==> config.mk <==
export PLATFORM = sky130hd
export DESIGN_NAME = effective_address_generator
export DESIGN_NICKNAME = d
export VERILOG_FILES = /design/src/ea_gen_pkg.sv /design/src/disp_extender.sv /design/src/effective_address_generator.sv
export SDC_FILE = /design/constraint.sdc
export NUM_CORES = 1
export LEC_CHECK = 0
export BUFFER_PORTS_ARGS = -buffer_cell sky130_fd_sc_hd__buf_2
export CELL_PAD_IN_SITES_DETAIL_PLACEMENT = 0
export CELL_PAD_IN_SITES_GLOBAL_PLACEMENT = 1
export CORE_MARGIN = 3
export CORE_UTILIZATION = 40
export DETAILED_ROUTE_END_ITERATION = 16
export GPL_TIMING_DRIVEN = 0
export HOLD_SLACK_MARGIN = 0.12
export PLACE_DENSITY_LB_ADDON = 0.1
export SLEW_MARGIN = 0
export SYNTH_ARGS = -nofsm -noshare
export SYNTH_HDL_FRONTEND = slang
export SYNTH_SLANG_ARGS = --single-unit
==> constraint.sdc <==
create_clock -name ref_clk -period 5.7 [get_ports ref_clk]
set_input_delay 0.285 -clock ref_clk [delete_from_list [all_inputs] [get_ports ref_clk]]
set_output_delay 0.285 -clock ref_clk [all_outputs]
set_load 0.05 [all_outputs]
==> src/ea_gen_pkg.sv <==
////////////////////////////////////////////////////////////////////////////////
// Shared constants, types and helpers of the effective address generator
////////////////////////////////////////////////////////////////////////////////
package ea_gen_pkg;

	// Word width of every address and register
	localparam int unsigned DATA_W       = 32;
	// Width of the shared displacement and immediate field
	localparam int unsigned FIELD_W      = 12;

	// Post-increment and pre-decrement steps per operand size
	localparam logic [31:0] STEP_BYTE    = 32'h0000_0001;
	localparam logic [31:0] STEP_WORD    = 32'h0000_0002;
	localparam logic [31:0] STEP_LONG    = 32'h0000_0004;

	// Longword PC relative accesses drop the two low PC bits
	localparam logic [31:0] PC_LONG_MASK = 32'hffff_fffc;

	// Value of every data output while idle and after reset
	localparam logic [31:0] RESET_WORD   = 32'h0000_0000;

	////////////////////////////////////////////////////////////////////////////
	// Enumerations
	////////////////////////////////////////////////////////////////////////////

	// Operand size
	typedef enum logic [1:0] {
		SIZE_BYTE,
		SIZE_WORD,
		SIZE_LONG
	} size_e;

	// Addressing mode or immediate treatment
	typedef enum logic [3:0] {
		MODE_REG_DIRECT,   // Register itself is the operand
		MODE_REG_INDIRECT, // Address is register contents
		MODE_POST_INC,     // Address is register, then register grows
		MODE_PRE_DEC,      // Register shrinks, then is the address
		MODE_REG_DISP4,    // Register plus scaled 4-bit displacement
		MODE_INDEX_R0,     // Register plus index register zero
		MODE_GBR_DISP8,    // Global base plus scaled 8-bit displacement
		MODE_GBR_R0,       // Global base plus index register zero
		MODE_PC_DISP8,     // PC plus scaled 8-bit displacement, data
		MODE_BRANCH8,      // PC plus signed 8-bit displacement times two
		MODE_BRANCH12,     // PC plus signed 12-bit displacement times two
		MODE_PC_REG,       // PC plus register
		MODE_IMM_ZERO,     // Zero-extended immediate, logical group
		MODE_IMM_SIGN,     // Sign-extended immediate, move/add/compare
		MODE_TRAP          // Trap vector offset
	} mode_e;

	////////////////////////////////////////////////////////////////////////////
	// Helpers
	////////////////////////////////////////////////////////////////////////////

	// Step for increment and decrement by operand size
	function automatic logic [31:0] size_step(size_e s);
		case (s)
			SIZE_WORD: size_step = STEP_WORD;
			SIZE_LONG: size_step = STEP_LONG;
			default:   size_step = STEP_BYTE;
		endcase
	endfunction

	// Multiply a zero-extended value by 1, 2 or 4 by operand size
	function automatic logic [31:0] scale_by_size(logic [31:0] v, size_e s);
		case (s)
			SIZE_WORD: scale_by_size = {v[30:0], 1'b0};
			SIZE_LONG: scale_by_size = {v[29:0], 2'b00};
			default:   scale_by_size = v;
		endcase
	endfunction

endpackage

==> src/disp_extender.sv <==
`timescale 1ns/1ps
////////////////////////////////////////////////////////////////////////////////
// Extension and scaling of the displacement or immediate field
////////////////////////////////////////////////////////////////////////////////
module disp_extender
	import ea_gen_pkg::*;
(
	input  wire logic [11:0]       field,
	input  wire ea_gen_pkg::mode_e mode,
	input  wire ea_gen_pkg::size_e size,
	output logic [31:0]            ext_value
);

	// Field pieces by format
	logic [3:0] f4;    // Short displacement
	logic [7:0] f8;    // Byte displacement or immediate

	assign f4 = field[3:0];
	assign f8 = field[7:0];

	////////////////////////////////////////////////////////////////////////////
	// Per-mode extension
	////////////////////////////////////////////////////////////////////////////

	// Pick extension and scale from the mode
	always_comb begin
		case (mode)
			// Zero-extend, scale 1/2/4
			MODE_REG_DISP4: ext_value = scale_by_size({28'h0000000, f4}, size);
			// Zero-extend, scale 1/2/4
			MODE_GBR_DISP8: ext_value = scale_by_size({24'h000000, f8}, size);
			// Zero-extend, scale 4 for longword, else 2
			MODE_PC_DISP8: begin
				if (size == SIZE_LONG) begin
					ext_value = {22'h000000, f8, 2'b00};
				end else begin
					ext_value = {23'h000000, f8, 1'b0};
				end
			end
			// Sign-extend, times two
			MODE_BRANCH8:  ext_value = {{23{f8[7]}}, f8, 1'b0};
			// Sign-extend, times two
			MODE_BRANCH12: ext_value = {{19{field[11]}}, field, 1'b0};
			// Zero-extend for logical group
			MODE_IMM_ZERO: ext_value = {24'h000000, f8};
			// Sign-extend for move, add, compare
			MODE_IMM_SIGN: ext_value = {{24{f8[7]}}, f8};
			// Zero-extend, times four
			MODE_TRAP:     ext_value = {22'h000000, f8, 2'b00};
			// Modes with no displacement
			default:       ext_value = RESET_WORD;
		endcase
	end

endmodule // disp_extender

==> src/effective_address_generator.sv <==
`timescale 1ns/1ps
////////////////////////////////////////////////////////////////////////////////
// Effective address generator, one request per cycle, one cycle latency
////////////////////////////////////////////////////////////////////////////////
module effective_address_generator
	import ea_gen_pkg::*;
(
	input  wire logic                ref_clk,
	input  wire logic                rst,
	input  wire logic                req_valid,
	input  wire ea_gen_pkg::mode_e   req_mode,
	input  wire ea_gen_pkg::size_e   req_size,
	input  wire logic [11:0]         req_field,
	input  wire logic [31:0]         selected_general_register,
	input  wire logic [31:0]         index_register_zero,
	input  wire logic [31:0]         global_base_register,
	input  wire logic [31:0]         program_counter,
	output logic                     result_valid,
	output logic                     address_valid,
	output logic                     operand_valid,
	output logic [31:0]              address,
	output logic [31:0]              operand,
	output logic                     writeback_en,
	output logic [31:0]              writeback_value
);

	////////////////////////////////////////////////////////////////////////////
	// State
	////////////////////////////////////////////////////////////////////////////

	// All registered results
	typedef struct packed {
		logic        valid;      // Result present this cycle
		logic        addr_valid; // Address field meaningful
		logic        opnd_valid; // Operand field meaningful
		logic        wb_en;      // Register update requested
		logic [31:0] addr;       // Effective address or target
		logic [31:0] opnd;       // Register or immediate operand
		logic [31:0] wb_value;   // Value for register update
	} state_s;

	// Idle state, also the reset value
	localparam state_s STATE_IDLE = '{
		valid:      1'b0,
		addr_valid: 1'b0,
		opnd_valid: 1'b0,
		wb_en:      1'b0,
		addr:       RESET_WORD,
		opnd:       RESET_WORD,
		wb_value:   RESET_WORD
	};

	state_s      state_r;    // Registered state
	state_s      state_nxt;  // Next state
	logic [31:0] ext_value;  // Extended and scaled field
	logic [31:0] step;       // Increment or decrement step
	logic [31:0] pc_base;    // PC, masked for longword data

	////////////////////////////////////////////////////////////////////////////
	// Field extension
	////////////////////////////////////////////////////////////////////////////

	// Displacement and immediate extender
	disp_extender u_disp_extender (
		.field     (req_field),
		.mode      (req_mode),
		.size      (req_size),
		.ext_value (ext_value)
	);

	// Step by operand size
	assign step = size_step(req_size);

	// Longword data masks the PC, word data does not
	assign pc_base = (req_size == SIZE_LONG) ? (program_counter & PC_LONG_MASK)
	                                         : program_counter;

	////////////////////////////////////////////////////////////////////////////
	// Next-state logic
	////////////////////////////////////////////////////////////////////////////

	// Compute one result per accepted request; sums are 32 bits and wrap
	always_comb begin
		state_nxt = STATE_IDLE;
		if (req_valid) begin
			state_nxt.valid = 1'b1;
			case (req_mode)
				// Operand is the register itself
				MODE_REG_DIRECT: begin
					state_nxt.opnd_valid = 1'b1;
					state_nxt.opnd       = selected_general_register;
				end
				// Register is the address
				MODE_REG_INDIRECT: begin
					state_nxt.addr_valid = 1'b1;
					state_nxt.addr       = selected_general_register;
				end
				// Old value addresses, grown value written back
				MODE_POST_INC: begin
					state_nxt.addr_valid = 1'b1;
					state_nxt.addr       = selected_general_register;
					state_nxt.wb_en      = 1'b1;
					state_nxt.wb_value   = selected_general_register + step;
				end
				// Shrunk value both addresses and is written back
				MODE_PRE_DEC: begin
					state_nxt.addr_valid = 1'b1;
					state_nxt.addr       = selected_general_register - step;
					state_nxt.wb_en      = 1'b1;
					state_nxt.wb_value   = selected_general_register - step;
				end
				// Register plus scaled short displacement
				MODE_REG_DISP4: begin
					state_nxt.addr_valid = 1'b1;
					state_nxt.addr       = selected_general_register + ext_value;
				end
				// Register plus index register zero
				MODE_INDEX_R0: begin
					state_nxt.addr_valid = 1'b1;
					state_nxt.addr       = selected_general_register + index_register_zero;
				end
				// Global base plus scaled displacement
				MODE_GBR_DISP8: begin
					state_nxt.addr_valid = 1'b1;
					state_nxt.addr       = global_base_register + ext_value;
				end
				// Global base plus index register zero
				MODE_GBR_R0: begin
					state_nxt.addr_valid = 1'b1;
					state_nxt.addr       = global_base_register + index_register_zero;
				end
				// PC data access
				MODE_PC_DISP8: begin
					state_nxt.addr_valid = 1'b1;
					state_nxt.addr       = pc_base + ext_value;
				end
				// Short and long branch targets
				MODE_BRANCH8, MODE_BRANCH12: begin
					state_nxt.addr_valid = 1'b1;
					state_nxt.addr       = program_counter + ext_value;
				end
				// Register-relative branch target
				MODE_PC_REG: begin
					state_nxt.addr_valid = 1'b1;
					state_nxt.addr       = program_counter + selected_general_register;
				end
				// Immediates and trap offset leave on the operand
				MODE_IMM_ZERO, MODE_IMM_SIGN, MODE_TRAP: begin
					state_nxt.opnd_valid = 1'b1;
					state_nxt.opnd       = ext_value;
				end
				// Unknown code gives an empty result
				default: begin
					state_nxt.valid = 1'b1;
				end
			endcase
		end
	end

	// State register
	always_ff @(posedge ref_clk) begin
		if (rst) begin
			state_r <= STATE_IDLE;
		end else begin
			state_r <= state_nxt;
		end
	end

	// Outputs straight from the state register
	assign result_valid    = state_r.valid;
	assign address_valid   = state_r.addr_valid;
	assign operand_valid   = state_r.opnd_valid;
	assign address         = state_r.addr;
	assign operand         = state_r.opnd;
	assign writeback_en    = state_r.wb_en;
	assign writeback_value = state_r.wb_value;
endmodule // effective_address_generator

## After elaboration in Yosys (flattened, before gate mapping)

Index checks and enable logic that the tools add are counted.

- Register bits: 100
- Latch bits: 0
- Bits in writable memories: 0
- Memory bits (read-only): 0
- Bits of input ports: 149
- Output and inout port bits: 100
- Memories: 0

- Add/subtract/negate cells: 9
- Multiply operators: 0
- Div/mod/pow operators: 0
- Order comparisons: 0
- Eq/ne operators: 16
- Shift operators: 0
- Multiplexer cells: 13
- Bitwise logic cells: 1
- Reductions and logical operators: 8

Operator list:

| cell | number |
|---|---|
| $pmux W32 S9 | 1 |
| $add A32 B32 Y32 | 8 |
| $pmux W32 S8 | 1 |
| $pmux W32 S2 | 2 |
| $mux W100 | 1 |
| $sub A32 B32 Y32 | 1 |
| $eq A4 B4 Y1 const B | 7 |
| $pmux W10 S2 | 1 |
| $eq A4 B3 Y1 const B | 4 |
| $pmux W6 S2 | 1 |
| $reduce_or A11 Y1 | 1 |
| $mux W10 | 1 |
| $eq A4 B2 Y1 const B | 2 |
| $reduce_or A2 Y1 | 4 |
| $pmux W3 S2 | 1 |
| $eq A4 B1 Y1 const B | 1 |
| $logic_not A4 Y1 | 1 |
| $reduce_or A4 Y1 | 1 |
| $mux W1 | 3 |
| $reduce_or A3 Y1 | 1 |
| $eq A2 B1 Y1 const B | 1 |
| $eq A2 B2 Y1 const B | 1 |
| $mux W2 | 1 |
| $not A1 Y1 | 1 |

## Depth between registers and ports, before layout

- Word-level depth: 6
- Depth in mapped cells: 19
- Gate-level depth less buffers: 19

## Hierarchy

Synthesis repeated with hierarchy kept, for this count alone.

- Cells, all modules: 1686
- Area, all modules: 11966.5 um2

Modules (own cells, without submodules):

| module | instances | cells an instance | area each (um2) | seq. area each (um2) |
|---|---|---|---|---|
| effective_address_generator | 1 | 1593 | 11333.4 | 2001.9 |
| disp_extender | 1 | 93 | 633.1 | 0.0 |

## Worst setup path after synthesis

Ideal clock, no wire load.

- Path kind: input to register
- From: in req_mode[2]
- To: reg state_r (netlist bit address[30])
- Arrival time: 4112 ps
- Data required time: 5637 ps
- Slack: 1526 ps
- Stages: 19
- Path buffers: 2
- Path through: clkbuf_1 nand2b_1 nand2b_1 clkbuf_1 nor2_1 or2_2 a222oi_1 inv_1 a221o_1 ha_1 a21oi_1 a21oi_1 o211ai_1 a21oi_1 nor4_1 o41ai_1 o221a_2 or3_1 nand3_1

- Cells in the longest elaborated chain, start to end: 4

RTL lines:

| element | RTL line | text |
|---|---|---|
| from (decl) | effective_address_generator.sv:11 | `input wire ea_gen_pkg::mode_e req_mode,` |
| $eq A4 B4 Y1, or another cell as far along | disp_extender.sv:27 | `case (mode)` |
| $pmux W32 S8 | disp_extender.sv:27 |  |
| $add A32 B32 Y32, on equally long branches | n/a |  |
| $pmux W32 S9 (*) | effective_address_generator.sv:87 | `case (req_mode)` |
| to (signal assigned) | effective_address_generator.sv:165 | `state_r <= state_nxt;` |
| to (decl) | effective_address_generator.sv:53 | `state_s state_r;` |

Mark *: on every way between the ends. The rest lies on a longest branch, timed or not.
A chain may end at the register's enable or synchronous reset.

## Final worst setup path

- From: in req_mode[2]
- To: reg state_r (netlist bit address[24])

Same word-level chain as after synthesis.

==> summary.txt <==
Synthesis
  – Main combinational cell family by area after synthesis: compound AO/OA/AOI/OAI gates
  – Yosys warns: 0
  – #FFs+latches synth: 100
  – Synth Area in Adders: 0.125
  – Mux cell area share after synthesis: 0.00355
  – XOR/XNOR Fraction of Synth Area: 0.0753
  – Compound-Gate Fraction of Synth Area: 0.333
  – Avg Inst Size Synth: 7.07 µm²
  – Syn_nets: ~1,900
  – Mapped Cells: between 1,500 and 2,000
  – Sequential-to-total area share from yosys stat: 0.177
  – Synth unique cells: 70
  – EDFF count, synth: 0
  – Simple-gate portion of the synthesized area: 0.238
  – Top FF cell, synth: dfxtp_1
  – FFs w/ async S/R, synth: 0
  – Mapped Area: 11,300 µm²

Power and ir drop
  – Cell Pwr Density: 190 nW/µm²
  – Maximum vdd drop: ~0.00012 V
  – Total power: approximately 2.5 mW
  – Leakage power: 5.96 nW

Floorplan
  – I/O pin cnt: around 250
  – Die width: roughly 170 µm
  – Initial core utilization: 0.413
  – Die Span Y: 174 µm
  – Die area: 30,300 µm²
  – Row count: 60
  – Core ar.: 27,300 µm²

Clock network
  – H-tree depth: 3
  – Post-CTS setup buffers: 0
  – CTS sink count: 100
  – Num CTS Buffers: 9
  – Number of hold buffers added after CTS: 0
  – Clock buffer depth: 2
  – Clk slew on worst S/H paths: approximately 0.080 ns
  – TritonCTS clock tree: done
  – CTS Root Cell: clkbuf_16

Setup path
  – Critical Path Source: req_mode[2]
  – CP endpoint kind: flop
  – Buffers plus inverters on the worst setup path: 2
  – CP top delay family: compound AO/OA/AOI/OAI gates
  – Largest stage delay on the critical path: 0.61 ns
  – CP Cell Sequence: clkbuf_1, nand2b_1, nand2b_1, nor2_1, or2_2, a222oi_1, inv_1, ha_1, a211oi_1, o211ai_1, a2111oi_0, a211oi_1, a221oi_1, o21ai_0, xor2_1, nand2_1, a31oi_1
  – Peak fanout along the critical path: 10
  – Worst setup SP type: primary input
  – WP depth: 17
  – WS Path Type: in2reg
  – CP max-delay cell: a221oi_1
  – Crit path required time: between 5 and 6 ns
  – Critical Path End: address[24]
  – Data arrival, critical path: approximately 5.7 ns

Global route
  – Remaining global-route overflow: 0
  – Vias in the first global route: 12,300
  – Largest net degree at the start of global routing: 29
  – Initial antenna violation count: 0
  – Total GRT Usage: 0.308
  – First-pass GRT wire length: 73,000 µm

Timing
  – Period utilization: 0.953
  – Fin crit period: 5.43 ns
  – RSZ-0062 raised after global routing: no
  – Max Fclk: 0.184 GHz
  – Final setup violation count: 0
  – Relative slew slack: -0.0388
  – Worst slew pin tran: around 1.5 ns
  – Fin. Hold Viols: 0
  – Final Max Slew Viols: 11

Drt
  – DR vias: around 13,000
  – Via/cell ratio: 6.02
  – Pre-antenna DRT Iters: 6
  – Drt first-iter violations: approximately 1,500
  – DRT Wirelength: 48,900 µm
  – Antenna Nets Post-Route: 0
  – DR DRC count: 0
  – Routed WL per cell: 22.0 µm

Finish
  – Fin area: 13,300 µm²
  – Share of cells above drive strength 1: 0.151
  – Layout area overhead: 18.0%
  – Final nets: 2,110
  – # diodes: 0
  – Most frequent cells in the layout: nand2_1 (245), buf_2 (245), a21oi_1 (171)
  – Number of fill cells in the layout: ~3,000

Placement
  – Placed Area: 13,000 µm²
  – GP Congestion: 0.954
  – Buffers on Ports: ~240
  – Detailed-placement wirelength estimate: 40,400 µm

Run status
  – Status: finished with violations
  – Failing checks: capacitance limit, slew limit

Hold path
  – Class of the worst hold path: in2reg

Flow run
  – Max_cap viols: 1
==> synthesized netlist by cell type, drive strengths merged, types with 10 or more instances <==
cell type	instances	area, µm²
o21bai	13	97.6
nand4	21	131
nand2b	20	125
o21ai	87	435
or3	12	75.1
and3	15	93.8
a221o	33	330
xor2	44	385
dfxtp	100	2000
clkbuf	100	375
and2	14	87.6
nor3	36	180
nor4	14	103
a21o	49	368
a31oi	24	150
o211ai	10	75.1
o31ai	12	90.1
o21a	17	128
nor2	122	458
a211oi	23	173
nand3	42	210
nand2	246	926
nor2b	12	75.1
inv	34	128
xnor2	53	464
a221oi	24	210
ha	105	1310
a22oi	24	180
a21oi	171	856
==> how the worst min path moves through the flow <==
stage / slack (ns) / end / cells after the start / from
2_1_floorplan: 0.38 / writeback_value[12] / 1 / selected_general_register[12]
3_3_place_gp: 0.63 / operand[15] / 3 / selected_general_register[15]
3_5_place_dp: 0.62 / operand[15] / 3 / selected_general_register[15]
4_1_cts: 0.24 / operand[15] / 3 / selected_general_register[15]
5_1_grt: 0.27 / operand[15] / 3 / selected_general_register[15]
6_report: 0.27 / operand[15] / 3 / selected_general_register[15]
==> what timing repair did <==
| action | CTS | global route |
|---|---|---|
| setup endpoints to repair | 0 | 5 |
| gates resized for setup | 0 | 0 |
| endpoints found under the hold margin | 0 | 0 |
==> worst min-delay path, cell delays in order <==
cell     delay (ns)
buf_2          0.16
nand2_1        0.07
a21oi_1        0.06
==> report_power, final <==
group	total, mW	internal (mW)	switching, mW
clock network	0.671	0.362	0.309
logic	1.13	0.392	0.738
registers	0.723	0.717	0.00537
total	2.52	1.47	1.05
==> layer usage <==
layer	GRT usage	routed length [µm]	share of wire
met3	0.0384	4640	0.095
met1	0.455	22400	0.46
met2	0.479	21000	0.43
met5	0	0	0
met4	0.0630	891	0.018
==> area by class of cell <==
type,instances,area [µm²],area share
multi-input cells,1355,8760,0.658
flip-flops and latches,100,2000,0.150
repair buffers,245,1240,0.0929
well taps,372,465,0.0350
plain buffers,105,403,0.0303
clock buffers,10,239,0.0180
inverters,35,131,0.00987
clock inverters,6,78.8,0.00592
==> flip-flops by register name (all words and copies together), names as in the netlist <==
signal	flops
operand	32
writeback_en	1
result_valid	1
operand_valid	1
address_valid	1
writeback_value	32
address	32
==> through the flow <==
stage | util | instances | TNS (ns) | hold WS, ns | worst slack [ns]
2_1_floorplan | - | 1596 | 0 | 0.384 | 1.53
5_1_grt | 0.487 | 2228 | 0 | 0.269 | 0.0333
6_report | 0.487 | 2228 | 0 | 0.268 | 0.265
3_3_place_gp | 0.475 | 2212 | -0.204 | 0.625 | -0.143
3_5_place_dp | 0.475 | 2212 | -0.268 | 0.617 | -0.182
4_1_cts | 0.487 | 2228 | 0 | 0.245 | 0.190
==> cell families after synthesis <==
logic type               count (synthesis)
adder cells (fa/ha/maj)                110
AO/OA/AOI/OAI                          564
buffers and inverters                  141
XOR/XNOR                                97
multiplexers                             4
AND/OR/NAND/NOR                        580
flip-flops                             100
No activity file was read; power rests on OpenSTA's default activity.
